==> config.mk <==
export PLATFORM = sky130hd
export DESIGN_NAME = cftail_exec
export DESIGN_NICKNAME = d
export VERILOG_FILES = /design/src/rtl/cftail_exec.v
export VERILOG_INCLUDE_DIRS = /design/src /design/src/include
export SDC_FILE = /design/constraint.sdc
export NUM_CORES = 1
export LEC_CHECK = 0
export BUFFER_PORTS_ARGS = -buffer_cell sky130_fd_sc_hd__buf_4
export CORE_ASPECT_RATIO = 0.75
export CORE_MARGIN = 8
export CORE_UTILIZATION = 50
export CTS_BUF_LIST = sky130_fd_sc_hd__clkbuf_8
export CTS_CLUSTER_DIAMETER = 80
export CTS_CLUSTER_SIZE = 40
export DETAILED_ROUTE_END_ITERATION = 6
export GPL_TIMING_DRIVEN = 1
export PLACE_DENSITY = 0.89
export SYNTH_ARGS = -nofsm -noshare
export SYNTH_HDL_FRONTEND = slang
export SYNTH_SLANG_ARGS = --single-unit
==> constraint.sdc <==
create_clock -name clk_i -period 2.72 [get_ports clk_i]
set_input_delay 0.136 -clock clk_i [delete_from_list [all_inputs] [get_ports clk_i]]
set_output_delay 0.136 -clock clk_i [all_outputs]
set_load 0.05 [all_outputs]
==> src/include/cftail_consts.vh <==
// Constants for the CPU flags register and tail-opcode execute block
`ifndef CFTAIL_CONSTS_VH
`define CFTAIL_CONSTS_VH
// Flag bit positions in the flags register
`define CFT_FLAG_OUT 7
`define CFT_FLAG_NULL 6
`define CFT_FLAG_TOP 5
`define CFT_FLAG_LIMIT 4
`define CFT_FLAG_MINUS 3
`define CFT_FLAG_NIBBLE 2
`define CFT_FLAG_USER2 1
`define CFT_FLAG_USER1 0
// Reset value of the six status bits
`define CFT_STATUS_RST 6'h00
// Opcodes (first byte; the two LSR codes are the second byte after the prefix)
`define CFT_OP_SET_CARRY 8'hDF
`define CFT_OP_ASR_R 8'hD0
`define CFT_OP_ASR_IR 8'hD1
`define CFT_OP_PREFIX 8'h1F
`define CFT_OP_LSR_R 8'hC0
`define CFT_OP_LSR_IR 8'hC1
`define CFT_OP_BANK 8'h01
`define CFT_OP_STOP 8'h6F
`define CFT_OP_SWAP_R 8'hF0
`define CFT_OP_SWAP_IR 8'hF1
`define CFT_OP_TRAP 8'hF2
`define CFT_OP_WDOG 8'h5F
// Opcode groups by upper nibble; low nibble 2..7 register, 8..9 extended
`define CFT_HI_SUB 4'h2
`define CFT_HI_CMASK 4'h6
`define CFT_HI_MASK 4'h7
`define CFT_HI_XOR 4'hB
`define CFT_LO_REG_MIN 4'h2
`define CFT_LO_REG_MAX 4'h7
`define CFT_LO_EXT_MIN 4'h8
`define CFT_LO_EXT_MAX 4'h9
// Trap stack steps
`define CFT_SP_PC_STEP 8'h02
`define CFT_SP_FLAG_STEP 8'h01
// Instruction cycles taken by the trap
`define CFT_TRAP_CYCLES 3'd6
`endif

==> src/rtl/cftail_exec.v <==
// Flags register and execute logic for the tail group of CPU opcodes
// Functional notes
// - Six status bits track latest ALU result
// - Jumps test carry, overflow, zero, sign only
// - Nibble-carry and minus bits not jump-testable
// - Arithmetic never touches user bits one, two
// - User bits not reset, start undefined
// - Interrupt and traps push flags to stack
// - Interrupt return reloads flags from stack
// - Trap: SP-2 PC, SP-3 flags, six cycles
// - Subtract writes dst-src, minus bit forced one
// - Xor writes result, clears limit, keeps carry
// - Arithmetic shift right keeps bit seven
// - Logic shift right, prefixed, clears sign bit
// - Star follows result, dash keeps, X undefined
`timescale 1ns/100ps
`include "cftail_consts.vh"
`default_nettype none
module cftail_exec
(
    // Clock and reset
    input wire clk_i,
    input wire nrst_i,
    // Instruction issue
    input wire exec_i,
    input wire [7:0] opcode_i,
    input wire [7:0] opcode2_i,
    input wire [7:0] dst_i,
    input wire [7:0] src_i,
    input wire [7:0] vector_pc_i,
    input wire [15:0] pc_i,
    input wire [7:0] sp_i,
    // Flags events
    input wire irq_entry_i,
    input wire illegal_trap_i,
    input wire interrupt_return_op_i,
    input wire [7:0] interrupt_return_op_flags_i,
    input wire user_set_i,
    input wire [7:0] user_val_i,
    // Jump condition select
    input wire [1:0] cond_sel_i,
    // Results
    output reg dst_we_o,
    output reg [7:0] dst_data_o,
    output reg bank_we_o,
    output reg [7:0] bank_data_o,
    output reg stop_o,
    output reg wdog_refresh_o,
    // Stack writes
    output reg stack_we_o,
    output reg [7:0] stack_addr_o,
    output reg [7:0] stack_data_o,
    output reg sp_we_o,
    output reg [7:0] sp_data_o,
    output reg pc_we_o,
    output reg [15:0] pc_data_o,
    // Status
    output wire busy_o,
    output wire [7:0] flags_o,
    output wire cond_o
);

// Trap sequencer states
localparam [3:0] ST_IDLE = 4'b0001;
localparam [3:0] ST_PCLO = 4'b0010;
localparam [3:0] ST_FLAG = 4'b0100;
localparam [3:0] ST_WAIT = 4'b1000;

reg [5:0] status_q; // Status bits c z s v d h
reg [1:0] user_q; // User bits, no reset
reg [5:0] status_d; // Next status bits
reg [3:0] state_q; // Trap sequencer state
reg [2:0] cnt_q; // Trap cycle counter
reg [15:0] pc_save_q; // PC captured at trap
reg [7:0] sp_q; // Working stack pointer
reg [7:0] vec_q; // Trap vector
reg [7:0] res; // ALU result
reg wr; // Result writes destination
reg [8:0] diff; // Subtract with borrow
reg [4:0] ndiff; // Nibble subtract
wire [3:0] hi = opcode_i[7:4]; // Group nibble
wire [3:0] lo = opcode_i[3:0]; // Form nibble
wire grp_ok = (lo >= `CFT_LO_REG_MIN && lo <= `CFT_LO_REG_MAX) ||
              (lo >= `CFT_LO_EXT_MIN && lo <= `CFT_LO_EXT_MAX);
wire issue = exec_i && (state_q == ST_IDLE);
wire trap_go = issue && (opcode_i == `CFT_OP_TRAP);
wire push_go = trap_go || irq_entry_i || illegal_trap_i;

// Flags word: status bits over user bits
assign flags_o = {status_q, user_q[1], user_q[0]};
assign busy_o = (state_q != ST_IDLE);

// Jump condition mux: only carry, zero, sign, overflow reachable
assign cond_o = (cond_sel_i == 2'h0) ? status_q[5] :
                (cond_sel_i == 2'h1) ? status_q[4] :
                (cond_sel_i == 2'h2) ? status_q[3] : status_q[2];

// Decode and compute result and next status
always @*
begin
    status_d = status_q;
    res = dst_i;
    wr = 1'b0;
    diff = {1'b0, dst_i} - {1'b0, src_i};
    ndiff = {1'b0, dst_i[3:0]} - {1'b0, src_i[3:0]};
    if (issue)
    begin
        if (opcode_i == `CFT_OP_SET_CARRY)
        begin
            status_d[5] = 1'b1;
        end
        else if (opcode_i == `CFT_OP_ASR_R || opcode_i == `CFT_OP_ASR_IR)
        begin
            res = {dst_i[7], dst_i[7:1]};
            wr = 1'b1;
            status_d[5] = dst_i[0];
            status_d[4] = (res == 8'h00);
            status_d[3] = res[7];
            status_d[2] = 1'b0;
        end
        else if (opcode_i == `CFT_OP_PREFIX &&
                 (opcode2_i == `CFT_OP_LSR_R || opcode2_i == `CFT_OP_LSR_IR))
        begin
            res = {1'b0, dst_i[7:1]};
            wr = 1'b1;
            status_d[5] = dst_i[0];
            status_d[4] = (res == 8'h00);
            status_d[3] = 1'b0;
            status_d[2] = 1'b0; // Overflow forced to zero, sign is zero
        end
        else if (opcode_i == `CFT_OP_SWAP_R || opcode_i == `CFT_OP_SWAP_IR)
        begin
            res = {dst_i[3:0], dst_i[7:4]};
            wr = 1'b1;
            status_d[4] = (res == 8'h00);
            status_d[3] = res[7]; // Carry and limit left as they were
        end
        else if (hi == `CFT_HI_SUB && grp_ok)
        begin
            res = diff[7:0];
            wr = 1'b1;
            status_d[5] = diff[8];
            status_d[4] = (res == 8'h00);
            status_d[3] = res[7];
            status_d[2] = (dst_i[7] ^ src_i[7]) & (dst_i[7] ^ res[7]);
            status_d[1] = 1'b1;
            status_d[0] = ndiff[4];
        end
        else if ((hi == `CFT_HI_XOR || hi == `CFT_HI_MASK || hi == `CFT_HI_CMASK) && grp_ok)
        begin
            if (hi == `CFT_HI_XOR)
            begin
                res = dst_i ^ src_i;
                wr = 1'b1;
            end
            else if (hi == `CFT_HI_MASK)
                res = dst_i & src_i;
            else
                res = ~dst_i & src_i;
            status_d[4] = (res == 8'h00);
            status_d[3] = res[7];
            status_d[2] = 1'b0;
        end
    end
end

// Flags register; six status bits reset, user bits hold
always @(posedge clk_i or negedge nrst_i)
begin
    if (!nrst_i)
        status_q <= `CFT_STATUS_RST;
    else if (interrupt_return_op_i)
        status_q <= interrupt_return_op_flags_i[7:2];
    else
        status_q <= status_d;
end

// User bits: written only explicitly or by return, never reset
always @(posedge clk_i)
begin
    if (interrupt_return_op_i)
        user_q <= interrupt_return_op_flags_i[1:0];
    else if (user_set_i)
        user_q <= user_val_i[1:0];
end

// Result strobes for single-step opcodes
always @(posedge clk_i or negedge nrst_i)
begin
    if (!nrst_i)
    begin
        dst_we_o <= 1'b0;
        dst_data_o <= 8'h00;
        bank_we_o <= 1'b0;
        bank_data_o <= 8'h00;
        stop_o <= 1'b0;
        wdog_refresh_o <= 1'b0;
    end
    else
    begin
        dst_we_o <= wr;
        dst_data_o <= res;
        bank_we_o <= issue && (opcode_i == `CFT_OP_BANK);
        bank_data_o <= src_i;
        stop_o <= issue && (opcode_i == `CFT_OP_STOP);
        wdog_refresh_o <= issue && (opcode_i == `CFT_OP_WDOG);
    end
end

// Flag push at SP-1; trap sequence: PC word at SP-2, flags at SP-3
always @(posedge clk_i or negedge nrst_i)
begin
    if (!nrst_i)
    begin
        state_q <= ST_IDLE;
        cnt_q <= 3'd0;
        pc_save_q <= 16'h0000;
        sp_q <= 8'h00;
        vec_q <= 8'h00;
        stack_we_o <= 1'b0;
        stack_addr_o <= 8'h00;
        stack_data_o <= 8'h00;
        sp_we_o <= 1'b0;
        sp_data_o <= 8'h00;
        pc_we_o <= 1'b0;
        pc_data_o <= 16'h0000;
    end
    else
    begin
        stack_we_o <= 1'b0;
        sp_we_o <= 1'b0;
        pc_we_o <= 1'b0;
        case (state_q)
            ST_IDLE:
            begin
                if (trap_go)
                begin
                    // High PC byte at SP-2+1, low at SP-2
                    sp_q <= sp_i - `CFT_SP_PC_STEP;
                    pc_save_q <= pc_i;
                    vec_q <= vector_pc_i;
                    stack_we_o <= 1'b1;
                    stack_addr_o <= sp_i - `CFT_SP_FLAG_STEP;
                    stack_data_o <= pc_i[15:8];
                    cnt_q <= 3'd1;
                    state_q <= ST_PCLO;
                end
                else if (push_go)
                begin
                    stack_we_o <= 1'b1;
                    stack_addr_o <= sp_i - `CFT_SP_FLAG_STEP;
                    stack_data_o <= flags_o;
                    sp_we_o <= 1'b1;
                    sp_data_o <= sp_i - `CFT_SP_FLAG_STEP;
                end
            end
            ST_PCLO:
            begin
                stack_we_o <= 1'b1;
                stack_addr_o <= sp_q;
                stack_data_o <= pc_save_q[7:0];
                cnt_q <= cnt_q + 3'd1;
                state_q <= ST_FLAG;
            end
            ST_FLAG:
            begin
                stack_we_o <= 1'b1;
                stack_addr_o <= sp_q - `CFT_SP_FLAG_STEP;
                stack_data_o <= flags_o;
                sp_we_o <= 1'b1;
                sp_data_o <= sp_q - `CFT_SP_FLAG_STEP;
                cnt_q <= cnt_q + 3'd1;
                state_q <= ST_WAIT;
            end
            ST_WAIT:
            begin
                cnt_q <= cnt_q + 3'd1;
                if (cnt_q == `CFT_TRAP_CYCLES - 3'd1)
                begin
                    pc_we_o <= 1'b1;
                    pc_data_o <= {8'h00, vec_q};
                    state_q <= ST_IDLE;
                end
            end
            default:
                state_q <= ST_IDLE;
        endcase
    end
end

endmodule
`default_nettype wire

# [Yosys cells after proc, flatten, opt, wreduce, memory -nomap -nowiden]
# Cells that the tools add are included.
[totals] ff_bits=94 latchBits=0 mem_bits_rw=0 romBits=0 inputBits=89 out_inout_bits=73 word_cells=184 n_memories=0
[op_classes] n_addsub=6 multipliers=0 div=0 magnitude_cmp=4 eq_ne=35 shift=0 muxes=64 n_bitwise=7 reduce_logical=45
[ops] operator="$mux 8" n=21
[ops] operator="$eq 8x8->1 const B" n=8
[ops] operator="$pmux 8 s3" n=2
[ops] operator="$logic_not 8->1" n=4
[ops] operator="$mux 1" n=19
[ops] operator="$and 8x8->8" n=2
[ops] operator="$eq 8x7->1 const B" n=2
[ops] operator="$mux 4" n=4
[ops] operator="$ne 2x2->1 const B" n=8
[ops] operator="$pmux 4 s4" n=1
[ops] operator="$pmux 8 s2" n=1
[ops] operator="$sub 8x1->8 const B" n=2
[ops] operator="$eq 4x3->1 const B" n=3
[ops] operator="$mux 2" n=6
[ops] operator="$mux 3" n=4
[ops] operator="$mux 6" n=2
[ops] operator="$logic_and 1x1->1" n=10
[ops] operator="$reduce_and 2->1" n=5
[ops] operator="$reduce_bool 2->1" n=5
[ops] operator="$reduce_bool 5->1" n=2
[ops] operator="$reduce_and 3->1" n=3
[ops] operator="$sub 8x8->9" n=1
[ops] operator="$eq 4x2->1 const B" n=2
[ops] operator="$eq 4x4->1 const B" n=2
[ops] operator="other kinds (33)" n=42

# [Depth between registers and ports, before layout]
# Gate-level depths: netlist of the first run.
[logic_depth] depth_word=20 ltp_mapped=10 depth_no_buf=10

# [Worst setup path after synthesis of the first run]
# OpenSTA, ideal clock, no wires.
[synth_timing] path_type="reg2reg" start="register state_q[0]" end="register sp_data_o[0]" setup_time_ns=0.095 t_arrival_ns=2.076 required_time_ns=2.625 setup_slack_ns=0.548 stages_incl_launch_ff=9 path_buffers=2 synth_period_minus_slack_ns=2.172 cell_sequence="dfstp_2 nor4b_4 nand2_2 or4_1 buf_2 a21oi_4 buf_6 nand2_1 o31ai_1"
[synth_between] elab_chain_cells=7 word_cells_on_any_way=11 cone_classes="eq/ne (4); mux (1); reduce/logical (6)"
[synth_rtl] item="from (decl)" line="cftail_exec.v:72" source="reg [3:0] state_q;"
[synth_rtl] item="from (signal assigned)" line="cftail_exec.v:215" source="state_q <= ST_IDLE;"
[synth_rtl] item="from (signal assigned)" line="cftail_exec.v:246" source="state_q <= ST_PCLO;"
[synth_rtl] item="from (signal assigned)" line="cftail_exec.v:263" source="state_q <= ST_FLAG;"
[synth_rtl] item="$eq 4x1->1" line="cftail_exec.v:85, cftail_exec.v:233"
[synth_rtl] item="$logic_and 1x1->1" line="cftail_exec.v:85" source="wire issue = exec_i && (state_q == ST_IDLE);"
[synth_rtl] item="$logic_and 1x1->1" line="cftail_exec.v:86" source="wire trap_go = issue && (opcode_i == `CFT_OP_TRAP);"
[synth_rtl] item="$logic_or 1x1->1 (2 in a row)" line="cftail_exec.v:87" source="wire push_go = trap_go || irq_entry_i || illegal_trap_i;"
[synth_rtl] item="$ne 2x2->1 (no line)"
[synth_rtl] item="$reduce_and 3->1 (no line)"
[synth_rtl] item="to (signal assigned)" line="cftail_exec.v:254" source="sp_data_o <= sp_i - `CFT_SP_FLAG_STEP;"
[synth_rtl] item="to (signal assigned)" line="cftail_exec.v:271" source="sp_data_o <= sp_q - `CFT_SP_FLAG_STEP;"
[synth_rtl] item="to (decl)" line="cftail_exec.v:54" source="output reg [7:0] sp_data_o,"
# Several ways; a longest one is shown, not always the timed one.
# A chain may end at the register's enable or synchronous reset.

# [Worst setup path after layout of the first run]
[layout_timing] start="input src_i[1]" end="register status_q[3]"
[layout_between] elab_chain_cells=8
[layout_rtl] item="from (decl)" line="cftail_exec.v:29" source="input wire [7:0] src_i,"
[layout_rtl] item="$sub 8x8->9" line="cftail_exec.v:104" source="diff = {1'b0, dst_i} - {1'b0, src_i};"
[layout_rtl] item="$mux 3" line="cftail_exec.v:138" source="else if (hi == `CFT_HI_SUB && grp_ok)"
[layout_rtl] item="$mux 2" line="cftail_exec.v:131" source="else if (opcode_i == `CFT_OP_SWAP_R || opcode_i == `CFT_OP_SWAP_IR)"
[layout_rtl] item="$mux 4" line="cftail_exec.v:121" source="else if (opcode_i == `CFT_OP_PREFIX &&"
[layout_rtl] item="$mux 4" line="cftail_exec.v:112" source="else if (opcode_i == `CFT_OP_ASR_R || opcode_i == `CFT_OP_ASR_IR)"
[layout_rtl] item="$mux 5" line="cftail_exec.v:108" source="if (opcode_i == `CFT_OP_SET_CARRY)"
[layout_rtl] item="$mux 6" line="cftail_exec.v:106" source="if (issue)"
[layout_rtl] item="$mux 6" line="cftail_exec.v:172" source="else if (interrupt_return_op_i)"
[layout_rtl] item="to (signal assigned)" line="cftail_exec.v:171" source="status_q <= `CFT_STATUS_RST;"
[layout_rtl] item="to (signal assigned)" line="cftail_exec.v:173" source="status_q <= interrupt_return_op_flags_i[7:2];"
[layout_rtl] item="to (signal assigned)" line="cftail_exec.v:175" source="status_q <= status_d;"
[layout_rtl] item="to (decl)" line="cftail_exec.v:69" source="reg [5:0] status_q;"
# Every way passes these cells. The select of a mux whose other input is x is not followed.

==> results of run 1 <==
[cells in the final DEF (no fill, tap or decap), types with 8 or more instances in the layout]
cell and instances:
a21oi_1 37, a22oi_1 12, a31oi_1 17, buf_4 157, clkbuf_8 10, conb_1 8
dfrtp_1 91, dlygate4sd3_1 28, ha_1 14, inv_1 23, mux2_2 10, nand2_1 108
nand2b_1 9, nor2_1 67, nor3_1 16, o21ai_0 41, xnor2_1 8, xor2_1 12
[cell families (layout without fill, tap and decap cells)]
logic type | Yosys count | after routing | share of synthesized area [%]
AOI/OAI and AO/OA | 169 | 169 | 19.4
xor gates and xnor gates | 21 | 21 | 3.27
adders and majority gates | 15 | 15 | 3.47
buffers and inverters | 70 | 224 | 5.78
DFF | 94 | 94 | 42.0
muxes | 15 | 15 | 3.11
other | 1 | 8 | 0.0666
and+or+nand+nor | 264 | 264 | 22.9
[cell type report]
type	count	area (um2)	area share [%]
clock inverters	6	46.3	0.637
flip-flops and latches	94	2360	32.5
well taps	140	175	2.41
repair buffers	186	1480	20.3
clock buffers	10	138	1.89
inverters	22	82.6	1.14
multi-input cells	492	2990	41.1
[report_power, final]
group	switching [mW]	leakage (nW)	internal (mW)	total, mW
Combinational	0.685	2.16	0.378	1.06
Sequential	0.0653	1.17	1.50	1.56
Clock	0.507	0.100	0.366	0.873
Total	1.26	3.43	2.24	3.50
[worst max-delay path, stage by stage]
cell and delay, ps:
dlygate4sd3_1 560, buf_4 160, inv_1 50, ha_1 300
nor2b_1 160, o31ai_1 450, a21oi_1 200, xnor2_2 250
nand2_1 100, a221oi_1 300, a21oi_1 130
[metrics by stage]
step	total power [mW]	instances	instance area, um2	util [%]	setup WS, ps
finish	3.50	950	7270	66.5	184
global route	3.67	950	7270	66.5	61.4
CTS	3.52	950	7260	66.4	210
detailed placement	2.60	906	6800	62.1	311
global placement	2.58	906	6800	62.1	354
floorplan	2.23	656	5660	-	548
[registers in the layout (all words and copies together), names as in the netlist, 2 cells and up]
signal	flops
bank_data_o	8
dst_data_o	8
pc_data_o	8
pc_save_q	8
sp_data_o	8
sp_q	8
stack_addr_o	8
stack_data_o	8
vec_q	8
status_q	6
state_q	4
cnt_q	3
user_q	2
[final timing paths]
| kind | startpoint | endpoint | slack [ps] | depth (start not counted) |
|---|---|---|---|---|
| worst max-delay path | src_i[1] | status_q[3]$_DFFE_PN0P_ | 180 | 11 |
| worst min-delay path | interrupt_return_op_flags_i[3] | status_q[1]$_DFFE_PN0P_ | 40 | 2 |
| worst max register to register | state_q[0]$_DFFE_PN1P_ | sp_data_o[5]$_DFFE_PN0P_ | 290 | 6 |
| worst min register to register | pc_save_q[1]$_DFFE_PN0P_ | pc_save_q[1]$_DFFE_PN0P_ | 480 | 2 |
| max in group asynchronous | nrst_i | state_q[0]$_DFFE_PN1P_ | 1970 | 3 |
| min in group asynchronous | nrst_i | bank_data_o[3]$_DFF_PN0_ | 350 | 3 |
[per-layer routing]
metal | vias to the layer above | GRT usage, % | part of all wire [%]
met4 | 0 | 6.26 | 1.7
met3 | 30 | 8.82 | 12
li1 | 2595 | - | -
met1 | 2590 | 30.4 | 42
met2 | 329 | 35.1 | 44
met5 | - | 0 | 0
[timing repair]
| action | 4_1_cts | 5_1_grt |
|---|---|---|
| endpoints found under the hold margin | 118 | 0 |
| gates resized for setup | 0 | 1 |
| endpoints found under the setup margin | 0 | 1 |
| hold buffers | 28 | 0 |
==> impl_results.md, run 1 <==
- Final Hold Vio Count: 0
- Status: completed
- Req. time, crit path: 2960 ps
- Die area: 14,900 um2
- First-pass GRT wire length: 28,300 um
- Synth async-reset ratio: 97.9%
- Fillers: 876
- Drt drc: 0
- Largest net degree at the start of global routing: 93
- Syn_area_per_cell: 8.67 um2
- Largest area contributor in the netlist: dfrtp_1
- Total gr overflow: 0
- Post-synth EDFFs: 2
- NumNets Final: 909
- Initial Utilization: 51.4%
- Total number of vias: 5,544
- Die Wd: 139 um
- Vias/cell: 5.84
- TritonCTS clock tree: built
- WL final: 17,400 um
- Post-CTS setup buffers: 0
- Slew Viols, Final: 0
- Netlist cell types: 71
- DIE HEIGHT: 108 um
- H-tree depth: 3
- Clk root buf: clkbuf_8
- Reg clk slew, reported paths: 100 ps
- Worst hold path type: input pin to register
- Initial drt markers: 678
- Tmin final: 2540 ps
- Max-slew headroom: 31.8%
- Final setup vio count: 0
- Detailed Place HPWL: 12,700 um
- Pwr Density: 481 nW/um2
- Port Buffers: 146
- Routability cong.: 1.03
- Synthesized flop and latch total: 94
- Clk sinks: 94
- # diodes: 0
- Most frequent cell after synthesis: nand2_1
- Vias in the first global route: 5,397
- Seq/Total Area, Yosys: 42.0%
- Worst setup path category: input pin to register
- Yosys top cell area share: 40.5%
- Fraction of final layout cells sized beyond drive strength 1: 25.1%
- CP arrival: 2770 ps
- Clock Skews: 11.6 ps
- Synth top cells by count: 108 x nand2_1, 91 x dfrtp_1, 67 x nor2_1
- Total GRT Usage: 23.2%
- Ys Warns: 0
- Synth top area cells: dfrtp_1 40%, nand2_1 7.2%, nor2_1 4.5%
- Worst Setup End Kind: register
- CP max FO: 5
- Max VDD drop: 314 uV
- Remaining antenna violation count after routing: 0
- Synth-to-layout area growth: 29.2%
- Max clock buf depth: 2
- TritonCTS Buffers: 9
- Core Region: 10,900 um2
- Fin crit share: 93.2%
- Gate Count Post-Synth: 649
- Leak Pwr: 3.43 nW
- WL per Instance: 18.3 um
- RSZ-0062 raised after global routing: false
- Hold Worst Slack: 39.3 ps
- Clock latency on the worst-skew pair: 360 ps
- Cell Area, Synth: 5630 um2
- # rows: 33
- Ys flop type: dfrtp_1
- Initial antenna violation count: 0
- IO Pins: 162
- CP startpoint kind: input pin
- Peak Freq: 0.394 GHz
- Max-cap violations: 0
- Setup TNS: 0 ps
- Worst-margin pin slew: 1020 ps
- First drt pass iteration count: 6
Note: power is estimated with default switching activity, not from simulation.
==> run 2: changes to the inputs <==
--- a/config.mk
+++ b/config.mk
@@ -9,13 +9,13 @@
 export BUFFER_PORTS_ARGS = -buffer_cell sky130_fd_sc_hd__buf_4
 export CORE_ASPECT_RATIO = 0.75
 export CORE_MARGIN = 8
-export CORE_UTILIZATION = 50
+export CORE_UTILIZATION = 49
 export CTS_BUF_LIST = sky130_fd_sc_hd__clkbuf_8
 export CTS_CLUSTER_DIAMETER = 80
 export CTS_CLUSTER_SIZE = 40
 export DETAILED_ROUTE_END_ITERATION = 6
 export GPL_TIMING_DRIVEN = 1
-export PLACE_DENSITY = 0.89
+export PLACE_DENSITY = 0.91
 export SYNTH_ARGS = -nofsm -noshare
 export SYNTH_HDL_FRONTEND = slang
 export SYNTH_SLANG_ARGS = --single-unit
==> constraint.sdc (replaced) <==
create_clock -name clk_i -period 2.05 [get_ports clk_i]
set_input_delay 0.1025 -clock clk_i [delete_from_list [all_inputs] [get_ports clk_i]]
set_output_delay 0.1025 -clock clk_i [all_outputs]
set_load 0.05 [all_outputs]
==> run 2 against run 1 <==
The run now ends with setup timing left. Combinational power is 54% higher. Die area is 1.8% higher. Clock-buffer cell count is 1 lower. Clock skew is 2.6 ps higher. Global-route usage grew 0.77 points. Sequential power is 34% higher. Sequential share of layout area is 3.7 points lower. Hold slack got worse by 16 ps. Routed wire length up 12%. Largest cell class unchanged.
==> impl_results.md, run 2 (same netlist as run 1, synthesis figures left out) <==
- Total number of vias: 6,028 (+8.7%)
- Status: finished with violations
- # rows: 34 (+3.0%)
- Total gr overflow: 0 (unchanged)
- TritonCTS clock tree: built
- CP max-delay cell: dlygate4sd3_1
- Pwr Density: 609 nW/um2 (+27%)
- Die area: 15,200 um2 (+1.8%)
- Synth-to-layout area growth: 45.7%
- WL per Instance: 19.0 um (+3.8%)
- Worst-margin pin slew: 595 ps (-426 ps)
- Max clock buf depth: 2 (unchanged)
- Largest net degree at the start of global routing: 47 (-49%)
- Design Power: 4.99 mW (+43%)
- First-pass GRT wire length: 29,000 um (+2.3%)
- Setup TNS: -51.3 ps (-51.3 ps)
- Initial Utilization: 49.4% (-2.1 points)
- Clk network pwr share: 25.7% (+0.7 points)
- Max-cap violations: 0 (unchanged)
- Clock latency on the worst-skew pair: 380 ps (+20 ps)
- Peak Freq: 0.483 GHz
- Hold Crit Depth: 3 (+1)
- Worst Setup End Kind: register
- Port Buffers: 146 (unchanged)
- Clk root buf: clkbuf_8
- R2R cell count: 10 (+4)
- Commonest non-fill, non-tap cells in the layout: 218 x buf_4, 108 x nand2_1, 91 x dfrtp_1
- Clk sinks: 94 (unchanged)
- Vias in the first global route: 5,675 (+5.2%)
- Leak Pwr: 3.88 nW (+13%)
- Part of the power in registers: 41.8% (-2.8 points)
- Reg clk slew, reported paths: 110 ps (about the same)
- Post-Route Utilization: 71.9% (+5.5 points)
- CP arrival: 2340 ps (-430 ps)
- Max-slew headroom: 60.3% (+28 points)
- Cell Chain, Critical Path: dlygate4sd3_1, buf_4, nand4_1, and4b_1, or2_2, nand2b_1, a211oi_1, o21ai_0, a22oi_1
- CP max FO: 4 (-1)
- Final WS setup: -21.6 ps (-205 ps)
- Fin crit share: 101%
- Max VDD drop: 376 uV (+20%)
- DIE HEIGHT: 109 um (+0.86%)
- Fraction of final layout cells sized beyond drive strength 1: 35.6% (+11 points)
- Core Region: 11,400 um2 (+4.2%)
- Slew Viols, Final: 0 (unchanged)
- Sw Ratio: 37.2% (+1.3 points)
- Logic pwr share: 32.6% (+2.2 points)
- Failing checks: setup timing
- Req. time, crit path: 2320 ps (-640 ps)
- Final instance area: 8200 um2 (+13%)
- Internal: 3.13 mW (+40%)
- Final Hold Vio Count: 0 (unchanged)
- Die Wd: 140 um (+0.90%)
- Placement Cell Area: 7260 um2 (+6.7%)
- Fillers: 822 (-6.2%)
- TritonCTS Buffers: 9 (unchanged)
- Worst setup path category: input pin to register
- Remaining antenna violation count after routing: 0 (unchanged)
- H-tree depth: 3 (unchanged)
- CP startpoint kind: input pin
- Initial antenna violation count: 0 (unchanged)
- Clock Skews: 14.2 ps (+2.55 ps)
- NumNets Final: 984 (+8.3%)
- Detailed Place HPWL: 13,800 um (+8.7%)
- Vias/cell: 5.86 (+0.38%)
- Tmin final: 2070 ps
- First drt pass iteration count: 7 (+1)
- Initial drt markers: 604 (-11%)
- Crit-path max cell delay: 560 ps (about the same)
- WL final: 19,600 um (+12%)
- Total GRT Usage: 23.9% (+0.77 points)
- Worst hold path type: input pin to register
- Routability cong.: 0.975 (-5.3%)
- RSZ-0062 raised after global routing: true
- Switching power of the nets: 1.86 mW (+48%)
- IO Pins: 162 (unchanged)
- Final setup vio count: 4 (+4)
- Hold Worst Slack: 23.2 ps (-16.0 ps)
- # diodes: 0 (unchanged)
- Drt drc: 0 (unchanged)
- Commonest non-fill, non-tap cell in the layout: buf_4
run 2: cell count changes in the layout (fill, tap and decap cells not counted), sizes merged:
cell	before	now
buf	158	226
clkbuf	10	12
dlygate4sd3	28	31
dlymetal6s4s	0	1
inv	25	26
run 2: what timing repair did:
action / in CTS / in global routing
hold buffers: 32 / 0
endpoints found under the hold margin: 73 / 0
setup buffers: 0 / 10
gates cloned: 0 / 3
setup endpoints to repair: 1 / 62
pin swaps: 0 / 16
gates resized for setup: 1 / 60
run 2: routing by layer:
metal	track usage, %	wire length [um]	vias up
li1	-	-	2748
met1	30.0	7760	2840
met2	37.2	8740	381
met3	9.76	2460	59
met4	8.11	592	0
met5	0	0	-
run 2: through the flow:
step	cells	setup WS, ps
6_report	1029	-21.6
3_3_place_gp	968	41.7
3_5_place_dp	968	-57.8
4_1_cts	1016	3.95
5_1_grt	1029	-71.0
2_1_floorplan	656	-95.6
run 2: worst max-delay path: cells and delay by family:
kind,cells,cell delay (ps)
buffers and inverters,2,710
and+or+nand+nor,4,1030
AOI/OAI and AO/OA,3,500
run 2: worst paths after layout:
kind	startpoint	endpoint	slack (ps)
worst min-delay path	sp_i[0]	stack_addr_o[0]$_DFFE_PN0P_	20
worst min register to register	vec_q[4]$_DFFE_PN0P_	vec_q[4]$_DFFE_PN0P_	480
min in group asynchronous	nrst_i	sp_data_o[3]$_DFFE_PN0P_	250
worst max register to register	state_q[0]$_DFFE_PN1P_	stack_addr_o[7]$_DFFE_PN0P_	0
worst max-delay path	opcode_i[0]	dst_data_o[0]$_DFF_PN0_	-20
max in group asynchronous	nrst_i	state_q[0]$_DFFE_PN1P_	1080
run 2: power by group through the flow:
stage                     combinational (mW)  sequential [mW]  clock [mW]
after floorplan                        0.521             2.43           0
after global placement                  1.43             2.10           0
after detailed placement                1.44             2.11           0
after CTS                               1.50             2.07        1.30
after global routing                    1.72             2.10        1.38
final                                   1.63             2.09        1.28
run 2: layout make-up:
type                    count  area (um2)  area share (%)
clock buffers               9         124            1.51
multi-input cells         492        3200            39.1
well taps                 144         180            2.20
flip-flops and latches     94        2360            28.8
inverters                  22        82.6            1.01
clock inverters             7        86.3            1.05
repair buffers            261        2160            26.3
